## config.mk

```make
export PLATFORM = sky130hd
export DESIGN_NAME = lcd_panel_drive_control
export DESIGN_NICKNAME = d
export VERILOG_FILES = /design/src/lcd_drive_pkg.sv /design/src/tick_if.sv /design/src/drive_divider.sv /design/src/lcd_panel_drive_control.sv
export SDC_FILE = /design/constraint.sdc
export NUM_CORES = 1
export LEC_CHECK = 0
export ABC_AREA = 1
export ABC_CLOCK_PERIOD_IN_PS = 2370
export BUFFER_PORTS_ARGS = -buffer_cell sky130_fd_sc_hd__buf_4
export CORE_MARGIN = 2
export CORE_UTILIZATION = 49
export CTS_CLUSTER_DIAMETER = 120
export DETAILED_ROUTE_END_ITERATION = 10
export GPL_TIMING_DRIVEN = 0
export MAX_ROUTING_LAYER = met4
export PLACE_DENSITY = 0.86
export SLEW_MARGIN = 20
export SYNTH_ARGS = -nofsm -noshare
export SYNTH_HDL_FRONTEND = slang
export SYNTH_HIERARCHICAL = 1
export SYNTH_SLANG_ARGS = --single-unit
export TNS_END_PERCENT = 100
```

## constraint.sdc

```tcl
create_clock -name mclk -period 2.37 [get_ports mclk]
set_clock_uncertainty 0.2 [all_clocks]
set_input_delay 0.1185 -clock mclk [delete_from_list [all_inputs] [get_ports mclk]]
set_output_delay 0.1185 -clock mclk [all_outputs]
set_load 0.01 [all_outputs]
```

## src/lcd_drive_pkg.sv

```systemverilog
package lcd_drive_pkg;
  // ==========================================
  // divider and geometry
  localparam int unsigned CLK_DIV = 8;      // drive tick = slow clock / 8
  localparam int unsigned MAX_COMS = 4;
  localparam int unsigned NUM_SEGS = 8;
  // ==========================================
  // drive level codes (0 = ground, 3 = top level)
  localparam logic [1:0] LVL_VSS = 2'h0;
  localparam logic [1:0] LVL_LOW = 2'h1;
  localparam logic [1:0] LVL_MID = 2'h2;
  localparam logic [1:0] LVL_TOP = 2'h3;
  // ==========================================
  // control reset values
  localparam logic RST_ENABLE = 1'h0;
  localparam logic RST_TYPE = 1'h0;
  localparam logic RST_STYLE = 1'h0;
  // ==========================================
  // pump source codes
  localparam logic [1:0] PUMP_EXT_PIN = 2'h0;

  typedef enum logic [2:0] {
    ST_OFF = 3'b001,
    ST_PHASE0 = 3'b010,
    ST_PHASE1 = 3'b100
  } drive_state_t;
endpackage

```

## src/tick_if.sv

```systemverilog
`timescale 1ns/1ps
// ==========================================
// tick carrier between divider and sequencer
interface tick_if;
  logic run;
  logic tick;
  modport src (input run, output tick);
  modport dst (output run, input tick);
endinterface

```

## src/drive_divider.sv

```systemverilog
`timescale 1ns/1ps
module drive_divider
  import lcd_drive_pkg::*;
(
  input wire logic mclk,                 // system clock
  input wire logic reset_n,              // async reset
  input wire logic slow_subsystem_clock, // slow clock, synchronised here
  tick_if.src t                          // tick out
);
  logic s1, s2, s3;
  logic [2:0] cnt;
  logic [2:0] next_cnt;
  logic next_tick;
  logic tick_q;

  // ==========================================
  // three-stage sync, rising edge counted by divide-by-8
  always_comb begin
    next_cnt = cnt;
    next_tick = 1'b0;
    if (!t.run) begin
      next_cnt = 3'h0;
    end else if (s2 && !s3) begin
      next_cnt = cnt + 3'h1;
      next_tick = (cnt == 3'(CLK_DIV - 1));
    end
  end

  always_ff @(posedge mclk or negedge reset_n) begin
    if (!reset_n) begin
      s1 <= 1'b0;
      s2 <= 1'b0;
      s3 <= 1'b0;
      cnt <= 3'h0;
      tick_q <= 1'b0;
    end else begin
      s1 <= slow_subsystem_clock;
      s2 <= s1;
      s3 <= s2;
      cnt <= next_cnt;
      tick_q <= next_tick;
    end
  end

  assign t.tick = tick_q;
endmodule

```

## src/lcd_panel_drive_control.sv

```systemverilog
`timescale 1ns/1ps
module lcd_panel_drive_control
  import lcd_drive_pkg::*;
(
  input wire logic mclk,                      // 200 MHz clock
  input wire logic reset_n,                   // async reset, active low
  input wire logic slow_subsystem_clock,      // slow clock pin
  input wire logic display_drive_enable,      // driver enable
  input wire logic sleep_mode,                // chip asleep
  input wire logic duty_select,               // 0: 1/3, 1: 1/4 duty
  input wire logic wave_type,                 // 0: first, 1: second
  input wire logic bias_third,                // 0: 1/2, 1: 1/3 bias
  input wire logic bias_style_select,         // 0: resistor, 1: cap
  input wire logic [1:0] bias_resistor_select,// resistor value code
  input wire logic [1:0] pump_source_select,  // pump supply code
  input wire logic [NUM_SEGS*MAX_COMS-1:0] seg_mem, // pixel bits
  output logic [MAX_COMS*2-1:0] com_level,    // common level codes
  output logic [NUM_SEGS*2-1:0] seg_level,    // segment level codes
  output logic [3:0] com_active,              // commons in use
  output logic bias_on,                       // bias network powered
  output logic [1:0] resistor_sel_out,        // resistor tap select
  output logic pump_enable,                   // charge pump on
  output logic pump_internal,                 // internal pump source
  output logic third_bias_out,                // four-level ladder
  output logic driver_reset,                  // driver in reset
  output logic enable_status                  // enable readback
);
  tick_if t ();

  drive_divider u_div (
    .mclk(mclk),
    .reset_n(reset_n),
    .slow_subsystem_clock(slow_subsystem_clock),
    .t(t)
  );

  drive_state_t state, next_state;
  logic [1:0] slot, next_slot;
  logic frame_pol, next_frame_pol;
  logic hold;

  // ==========================================
  // level for a common or segment given selection and polarity
  function automatic logic [1:0] lvl(input logic sel, input logic pol,
                                     input logic third, input logic is_com);
    logic [1:0] v;
    v = LVL_VSS;
    if (third) begin
      if (is_com) v = sel ? LVL_TOP : LVL_LOW;
      else v = sel ? LVL_VSS : LVL_MID;
    end else begin
      if (is_com) v = sel ? LVL_TOP : LVL_MID;
      else v = sel ? LVL_VSS : LVL_MID;
    end
    // inverted half: mirror about mid level for zero dc
    if (pol) v = 2'(LVL_TOP - v);
    if (!third && v == LVL_LOW) v = LVL_MID;
    return v;
  endfunction

  // ==========================================
  // driver reset and enable
  assign hold = !display_drive_enable || sleep_mode;
  assign t.run = !hold;

  // ==========================================
  // slot and polarity sequencer
  always_comb begin
    next_state = state;
    next_slot = slot;
    next_frame_pol = frame_pol;
    case (state)
      ST_OFF: begin
        next_slot = 2'h0;
        next_frame_pol = 1'b0;
        if (!hold) next_state = ST_PHASE0;
      end
      ST_PHASE0, ST_PHASE1: begin
        if (hold) begin
          next_state = ST_OFF;
        end else if (t.tick) begin
          if (wave_type) begin
            next_state = ST_PHASE0;
            // second variant: one tick per slot, polarity per frame
            if (slot == (duty_select ? 2'h3 : 2'h2)) begin
              next_slot = 2'h0;
              next_frame_pol = !frame_pol;
            end else begin
              next_slot = slot + 2'h1;
            end
          end else if (state == ST_PHASE0) begin
            next_state = ST_PHASE1; // first variant: inverted half
          end else begin
            next_state = ST_PHASE0;
            if (slot == (duty_select ? 2'h3 : 2'h2)) begin
              next_slot = 2'h0;
            end else begin
              next_slot = slot + 2'h1;
            end
          end
        end
      end
      default: next_state = ST_OFF;
    endcase
  end

  always_ff @(posedge mclk or negedge reset_n) begin
    if (!reset_n) begin
      state <= ST_OFF;
      slot <= 2'h0;
      frame_pol <= 1'b0;
    end else begin
      state <= next_state;
      slot <= next_slot;
      frame_pol <= next_frame_pol;
    end
  end

  // ==========================================
  // output levels and control outputs
  logic [MAX_COMS*2-1:0] next_com;
  logic [NUM_SEGS*2-1:0] next_seg;
  logic pol;

  always_comb begin
    pol = wave_type ? frame_pol : (state == ST_PHASE1);
    next_com = '0;
    next_seg = '0;
    if (state != ST_OFF && !hold) begin
      for (int c = 0; c < MAX_COMS; c++) begin
        if (c < 3 || duty_select) begin
          next_com[c*2 +: 2] = lvl(slot == 2'(c), pol, bias_third, 1'b1);
        end
      end
      for (int s = 0; s < NUM_SEGS; s++) begin
        next_seg[s*2 +: 2] = lvl(seg_mem[s*MAX_COMS + slot], pol,
                                 bias_third, 1'b0);
      end
    end
  end

  always_ff @(posedge mclk or negedge reset_n) begin
    if (!reset_n) begin
      com_level <= '0;
      seg_level <= '0;
      com_active <= 4'h0;
      bias_on <= 1'b0;
      resistor_sel_out <= 2'h0;
      pump_enable <= 1'b0;
      pump_internal <= 1'b0;
      third_bias_out <= 1'b0;
      driver_reset <= 1'b1;
      enable_status <= RST_ENABLE;
    end else begin
      com_level <= next_com;
      seg_level <= next_seg;
      com_active <= hold ? 4'h0 : (duty_select ? 4'hf : 4'h7);
      bias_on <= !hold;
      resistor_sel_out <= bias_resistor_select;
      pump_enable <= !hold && bias_style_select;
      pump_internal <= !hold && bias_style_select &&
                       (pump_source_select != PUMP_EXT_PIN);
      third_bias_out <= bias_third;
      driver_reset <= hold;
      enable_status <= display_drive_enable;
    end
  end
endmodule

```

==> impl_metrics.ini, run 1 <==
[cts]
clock_latency_ns = 0.30
ctsHoldBuffers = 11
clkTransAtPathRegs_ns = 0.09
clock-root-buffer = clkbuf_8
h-tree-depth = 2
cts_buffers = 5
cts.sinks = 46
cts_setup_buffers = 0
cts_buffer_depth = 2
cts_resized = 0
cts_tree = done

[logic_synthesis]
syn_area_per_cell_sq_um = 9.47
yosys_warnings = 6
synth-seq-cells = 46
syn-instance-count = 234
synth_edf_count = 0
synthArstFlopShare = 1.00
syn_nets = 293
synth_top_flop_cell = dfrtp_1
syn_area_sq_um = 2220
ys_seq_area_frac = 0.521
yosysUniqueCellTypes = 26

[floorplanning]
core_area_sq_um = 4350
die_x_um = 71.2
initial_core_util = 0.509
die_y_um = 71.2
io-pin-count = 81
die_area_sq_um = 5080
rows = 24

[worst_setup_path]
rr_worst_depth = 6
worst_r2r_endpoint = seg_level[9]
crit_fanout = 11
crit_required_ns = 2.36
reg2reg_from = slot[1]
critical_path.endpoint = seg_level[9]
reg2reg_slack_ns = 0.23
critical_path.startpoint_type = flop
arrival_ns = 2.13
critPathLaunch = slot[1]
path_class = reg -> reg
end_kind = flop

[pwr]
finalPower_mw = 2.25
powerDensity_nw_per_um2 = 730
ir_drop_mv = 0.385
power.leakage_nw = 1.68

[route]
drc = 0
routedWlPerCell_um = 15.7
wl_um = 6040
postRouteAntennaNets = 0
drt_pass1_iterations = 4
dr_total_vias = 2088
avgViaCountPerCell = 5.42
first_iter_violations = 245

[final_layout]
fill_cells = 323
layout.nets = 391
drive_gt1_frac = 0.336
regArea_sq_um = 1150
multiInputGateArea_sq_um = 915
area_growth_pct = 38.9
diodes = 0

[timing]
min_period_ns = 2.14
setup_viol = 0
maxSlewViolCount = 0
post-route-period-util = 0.905
rsz0062_at_grt = false
max_freq_mhz = 466
tightest_slew_ns = 0.575
slew_headroom = 0.617
setup_tns_ns = 0
hold_viol_final = 0

[global_route]
antenna_found_initial = 0
grt_pass1_vias = 2061
grt_util_all_layers = 0.253
grt_pass1_wl_um = 9630
grt_max_degree = 47
grt-ovfl-total = 0

[place]
io_buffers = 80
hpwl_um = 3990
gp_congestion = 0.807

[run_status]
status = complete, no violations

[job]
drv_cap = 0

[min_path]
hp-class = in -> reg
[cells in the mapped netlist (3+ instances only)]
cell type	instances	area, sq um
ha_1	14	175
nand4_1	3	18.8
inv_1	15	56.3
nor2_1	26	97.6
a21oi_1	25	125
a211oi_1	3	22.5
nand2_1	47	176
o21ai_0	7	35.0
nand2_2	8	50.1
dfrtp_1	44	1100
nand3_1	10	50.1
a32o_1	8	80.1
buf_4	6	45.0
[worst max-delay path, cell delays in order, from the launching register on]
cell and delay (ns):
dfrtp_1 0.44, clkinv_1 0.29, buf_2 0.31, a32o_1 0.29, ha_1 0.28, a21oi_1 0.15, nor2_1 0.07
[cells by family after synthesis]
family	synth area share
compound gates	0.137
flops	0.521
buf+inv	0.0666
simple gates	0.197
fa+ha+maj	0.0791
[layout make-up]
type | instances | share of cell area
Buffer | 11 | 0.0260
Clock buffer | 6 | 0.0236
Clock inverter | 2 | 0.00447
Inverter | 18 | 0.0220
Multi-Input combinational cell | 159 | 0.297
Sequential cell | 46 | 0.375
Tap cell | 52 | 0.0211
Timing Repair Buffer | 91 | 0.231
[sequential cells by signal (all words and copies together), names as in the netlist, 2 cells and up]
| signal | count |
|---|---|
| seg_level | 16 |
| com_level | 8 |
| com_active | 2 |
| state | 3 |
| slot | 2 |
| resistor_sel_out | 2 |
| u_div/cnt | 3 |
[metal layers]
layer / vias to the layer above / track usage / part of all wire
met5: - / - / 0
met4: 0 / 0.101 / 0.028
met3: 21 / 0.0577 / 0.059
met2: 83 / 0.439 / 0.53
met1: 1005 / 0.282 / 0.38
li1: 979 / - / -
[stage by stage]
step / utilization / setup WS [ns] / area [sq um] / instances / hold WS, ns
floorplan: - / 0.567 / 2220 / 234 / -0.377
global placement: 0.662 / 0.375 / 2880 / 366 / -0.0576
detailed placement: 0.662 / 0.309 / 2880 / 366 / -0.0508
CTS: 0.707 / 0.265 / 3080 / 385 / 0.0487
global route: 0.707 / 0.137 / 3080 / 385 / 0.0755
finish: 0.707 / 0.226 / 3080 / 385 / 0.0721
[report_power, final]
part | internal [mW] | switching (mW) | leakage, nW
clock network | 0.208 | 0.269 | 0.0452
logic | 0.363 | 0.479 | 1.02
registers | 0.875 | 0.0525 | 0.610
[cells in the final DEF, fill, tap and decap left out, types with 5 or more instances in the layout]
cell type and n:
o21ai_0 7, nand3_1 10, dlygate4sd3_1 11, a21oi_1 25, inv_1 15, ha_1 14
a32o_1 8, dfrtp_1 44, clkbuf_8 5, nor2_1 26, buf_4 86, nand2_2 8
nand2_1 47
[worst min path at each step]
stage	startpoint	endpoint	slack, ns	depth (start not counted)
after global routing	wave_type	seg_level[4]	0.08	4
after detailed placement	reset_n	u_div/s2	-0.05	1
final	wave_type	seg_level[4]	0.07	4
after global placement	reset_n	u_div/s1	-0.06	1
after CTS	wave_type	seg_level[4]	0.05	4
after floorplan	reset_n	com_active[2]	-0.38	0
(Power assumes the default switching activity.)
==> run 2: changes to the inputs <==
SYNTH_HIERARCHICAL = unset   (was 1)
==> run 2 against run 1 <==
  * First-iteration DRC count shrank 50%
  * Synthesized cell count grew 2.1%
  * Worst hold slack lost 0.019 ns
  * Cell area grew 2.0%
  * Area after synthesis grew 1.9%
  * Core utilization grew 0.91 points
  * Clock power grew 19%
  * Combinational power shrank 17%
  * Power shrank 3.4%
  * Critical path depth grew 2
  * Maximum frequency grew 2.7%
  * Sequential power shrank 2.7%
  * Critical path type unchanged
==> impl_metrics.ini, run 2 <==
[place]
place_ws_ns = 0.326
io_buffers = 80
gp_congestion = 0.844
hpwl_um = 4050
dp.cells = 371

[timing]
rsz0062_at_grt = false
min_period_ns = 2.09
layout_setup_ws_ns = 0.282
maxSlewViolCount = 0
max_freq_mhz = 479
post-route-period-util = 0.881
hold_viol_final = 0
setup_viol = 0
setup_tns_ns = 0
slew_headroom = 0.614
tightest_slew_ns = 0.579

[min_path]
hold_start = wave_type
hold_depth = 4
hp-class = in -> reg
hold_end = state[2]

[logic_synthesis]
synth_top_flop_cell = dfrtp_1
synth_most_common_cell = nand2_1
synthArstFlopShare = 1.00
ys_seq_area_frac = 0.511
syn_area_per_cell_sq_um = 9.44
synth_top_area_frac = 0.488
synth_area_leaders = dfrtp_1 (49%), nand2_1 (8.6%), ha_1 (7.8%)
netlist_top_cells_count = nand2_1 (52), dfrtp_1 (44), nor2_1 (25)
syn_nets = 298
yosys_warnings = 0
yosysTopAreaCell = dfrtp_1
syn-instance-count = 239
yosysUniqueCellTypes = 30
syn_area_sq_um = 2260
synth-seq-cells = 46
synth_edf_count = 0

[worst_setup_path]
crit_required_ns = 2.36
crit_fanout = 11
reg2reg_slack_ns = 0.28
end_kind = flop
critical_path.startpoint_type = flop
critPathLaunch = slot[0]
path_cells = buf_4, inv_4, buf_2, nand2_1, a32o_1, ha_1, a21oi_1, nor2_1
reg2reg_from = slot[0]
rr_worst_depth = 8
worst_r2r_endpoint = seg_level[1]
crit_slowest_cell = dfrtp_1
arrival_ns = 2.07
slowest_delay_ns = 0.41
path_class = reg -> reg
crit_buf_inv = 3
crit_family = buffers and inverters

[floorplanning]
die_area_sq_um = 5170
die_y_um = 71.9
io-pin-count = 81
initial_core_util = 0.515
rows = 24
core_area_sq_um = 4380
die_x_um = 71.9

[final_layout]
area_growth_pct = 39.1
top_regs = seg_level x16, com_level x8
layout_common_cells = buf_4 (84), nand2_1 (52), dfrtp_1 (44), nor2_1 (25), a21oi_1 (20)
registers.top_by_ff_count = seg_level
fill_cells = 348
final_common_cell = buf_4
largest_reg_flops = 16
drive_gt1_frac = 0.361
diodes = 0
layout.nets = 396
final_cells = 390

[route]
dr_total_vias = 2046
postRouteAntennaNets = 0
wl_um = 5580
drc = 0
routedWlPerCell_um = 14.3
drt_pass1_iterations = 4
avgViaCountPerCell = 5.25
first_iter_violations = 122

[cts]
clock_latency_ns = 0.29
cts_buffer_depth = 2
cts_tree = done
clock-root-buffer = clkbuf_8
cts_buffers = 5
cts.sinks = 46
h-tree-depth = 2
clkTransAtPathRegs_ns = 0.08
cts_setup_buffers = 0

[run_status]
status = complete, no violations

[global_route]
grt-ovfl-total = 0
grt_util_all_layers = 0.237
grt_pass1_wl_um = 9030
antenna_found_initial = 0
grt_max_degree = 47
grt_pass1_vias = 2047

[pwr]
powerDensity_nw_per_um2 = 691
finalPower_mw = 2.17
ir_drop_mv = 0.391
power.leakage_nw = 1.72

[job]
drv_cap = 0
## run 2: area by class of cell
| cell class | count | area, sq um | share of cell area |
|---|---|---|---|
| buffer | 10 | 65.1 | 0.0207 |
| clock buffer | 7 | 76.3 | 0.0243 |
| clock inverter | 1 | 30.0 | 0.00957 |
| inverter | 22 | 90.1 | 0.0287 |
| multi-input combinational | 161 | 948 | 0.302 |
| sequential | 46 | 1150 | 0.367 |
| tap | 52 | 65.1 | 0.0207 |
| timing repair buffer | 91 | 711 | 0.226 |
## run 2: routing by layer
metal  global-route usage  vias to the layer above  share of wire
met5                    -                        -              0
met4                0.124                        0          0.025
met3               0.0577                       15          0.049
met2                0.416                       70           0.55
met1                0.245                      980           0.38
li1                     -                      981              -
## run 2: where the power goes
part	internal [mW]	switching (mW)	total (mW)	leakage [nW]
clock	0.316	0.251	0.566	0.0524
sequential	0.860	0.0437	0.903	0.609
combinational	0.302	0.399	0.701	1.06
## run 2: kinds of logic (layout without fill, tap and decap cells)
family                   after synthesis  count (layout)  synth area share
AND/OR/NAND/NOR                       97              97             0.193
AO/OA/AOI/OAI                         50              50             0.150
flip-flops                            46              46             0.511
buffers and inverters                 32             131            0.0687
adder cells (fa/ha/maj)               14              14            0.0776
## run 2: worst max path at each step
stage / endpoint / slack [ns] / cells past startpoint
floorplan: seg_level[3] / 0.55 / 8
global placement: seg_level[7] / 0.36 / 8
detailed placement: seg_level[1] / 0.33 / 8
CTS: seg_level[1] / 0.30 / 8
global route: seg_level[1] / 0.17 / 8
finish: seg_level[1] / 0.28 / 8
## run 2: through the flow
stage	util	hold WS, ns	cell area, sq um
6_report	0.716	0.0535	3140
5_1_grt	0.716	0.0675	3140
4_1_cts	0.716	0.0412	3140
3_5_place_dp	0.667	-0.0516	2920
3_3_place_gp	0.667	-0.0609	2920
2_1_floorplan	-	-0.377	2260
## run 2: worst min-delay path, cell delays in order
cell     delay, ns
buf_4         0.11
inv_1         0.09
nand4_1       0.13
o21ai_1       0.07
## run 2: repair_timing
item | CTS | global route
gates resized for setup | 0 | 0
endpoints found under the hold margin | 67 | 0
hold buffers | 11 | 0
==> run 3: changes to the inputs <==
--- a/config.mk
+++ b/config.mk
@@ -8,3 +8,3 @@
 export ABC_AREA = 1
-export ABC_CLOCK_PERIOD_IN_PS = 2370
+export ABC_CLOCK_PERIOD_IN_PS = 2000
 export BUFFER_PORTS_ARGS = -buffer_cell sky130_fd_sc_hd__buf_4
==> constraint.sdc (replaced) <==
create_clock -name mclk -period 2 [get_ports mclk]
set_clock_uncertainty 0.2 [all_clocks]
set_input_delay 0.1 -clock mclk [delete_from_list [all_inputs] [get_ports mclk]]
set_output_delay 0.1 -clock mclk [all_outputs]
set_load 0.02 [all_outputs]
==> run 3 against run 2 <==
  * Combinational power is 26% higher
  * Clock-buffer cell count is the same
  * Largest cell class unchanged
  * Highest routed layer unchanged
  * Cell area increased by 0.76%
  * Global-route usage fell by 0.22 points
  * Sequential cell count is the same
==> impl_metrics.ini, run 3 (synthesis results as in run 2) <==
[cts]
clock_latency_ns = 0.30
clock-root-buffer = clkbuf_8
cts_buffer_depth = 2
cts_buffers = 5
cts_setup_buffers = 0
cts_tree = done
h-tree-depth = 2
cts.sinks = 46
clkTransAtPathRegs_ns = 0.08

[route]
postRouteAntennaNets = 0
drc = 0
avgViaCountPerCell = 5.28
drt_pass1_iterations = 4
routedWlPerCell_um = 14.4
dr_wl_met3_um = 281
wl_um = 5630
dr_total_vias = 2058
wl_met1_um = 2170
first_iter_violations = 134
routed-wl-met2_um = 3040
highest-signal-layer = met4

[final_layout]
layout.nets = 396
multiInputGateArea_sq_um = 958
final_cells = 390
layout_common_cells = buf_4 (83), nand2_1 (52), dfrtp_1 (43), nor2_1 (24), a21oi_1 (20)
area_growth_pct = 40.1
final_area_sq_um = 3160
final_common_cell = buf_4
regArea_sq_um = 1150
registers.top_by_ff_count = seg_level
diodes = 0
drive_gt1_frac = 0.367
largest_reg_flops = 16
top_regs = seg_level x16, com_level x8
fill_cells = 335

[floorplanning]
initial_core_util = 0.515
rows = 24
die_y_um = 71.9
die_x_um = 71.9
io-pin-count = 81
core_area_sq_um = 4380
die_area_sq_um = 5170

[timing]
timing.hold.ws_ns = 0.131
max_freq_mhz = 521
layout_setup_ws_ns = 0.0804
post-route-period-util = 0.960
maxSlewViolCount = 0
setup_viol = 0
hold_viol_final = 0
rsz0062_at_grt = false
slew_headroom = 0.613
min_period_ns = 1.92
tightest_slew_ns = 0.580

[pwr]
powerDensity_nw_per_um2 = 833
finalPower_mw = 2.64
power.leakage_nw = 1.72
ir_drop_mv = 0.489

[global_route]
grt_util_all_layers = 0.235
grt_max_degree = 47
grt_pass1_vias = 2024
grt-ovfl-total = 0
antenna_found_initial = 0
grt_pass1_wl_um = 8960

[place]
hpwl_um = 4050
io_buffers = 80
gp_congestion = 0.844
place_ws_ns = -0.0442
dp.cells = 371
placed_area_sq_um = 2920

[worst_setup_path]
arrival_ns = 1.95
critical_path.startpoint_type = input pin
crit_required_ns = 2.03
rr_worst_depth = 7
path_class = in -> reg
crit_fanout = 10
end_kind = flop

[min_path]
hp-class = in -> async

[job]
drv_cap = 0

[run_status]
status = complete, no violations
run 3: stage by stage:
stage / setup TNS [ns] / util
finish: 0 / 0.721
detailed placement: -0.0860 / 0.667
CTS: 0 / 0.719
global route: 0 / 0.721
floorplan: 0 / -
global placement: -0.0135 / 0.667
run 3: layout make-up:
cell class              instances  area share
flip-flops and latches         46       0.365
multi-input cells             161       0.303
repair buffers                 92       0.228
inverters                      22      0.0289
clock buffers                   7      0.0241
plain buffers                   9      0.0210
well taps                      52      0.0206
clock inverters                 1     0.00949
run 3: power by group:
part	total, mW	leakage (nW)	internal (mW)	switching [mW]
logic	0.885	1.06	0.365	0.520
clock network	0.679	0.0524	0.374	0.305
registers	1.07	0.607	1.02	0.0535
run 3: path summary, 6_finish.rpt:
check	start	endpoint	slack [ns]
max	sleep_mode	pump_internal	0.08
min	reset_n	com_active[2]	0.13
max reg2reg	slot[0]	seg_level[13]	0.10
min reg2reg	u_div.s1	u_div.s2	0.16
max in group asynchronous	reset_n	slot[1]	1.03
min in group mclk	seg_mem[6]	seg_level[3]	0.15
run 3: critical path: stages:
cell,delay (ns)
dlygate4sd3_1,0.53
buf_4,0.14
nor2_4,0.14
buf_6,0.16
inv_4,0.05
nor2_2,0.12
o21a_1,0.15
dlygate4sd3_1,0.56
run 3: routing by layer:
layer  vias up  global-route usage
li1        981                   -
met1       993               0.247
met2        69               0.404
met3        15              0.0577
met4         0               0.126
met5         -                   -
run 3: repair_timing:
| action | CTS | global route |
|---|---|---|
| hold endpoints to repair | 70 | 0 |
| hold buffers | 12 | 0 |
| setup endpoints to repair | 6 | 7 |
| resized for setup | 2 | 4 |
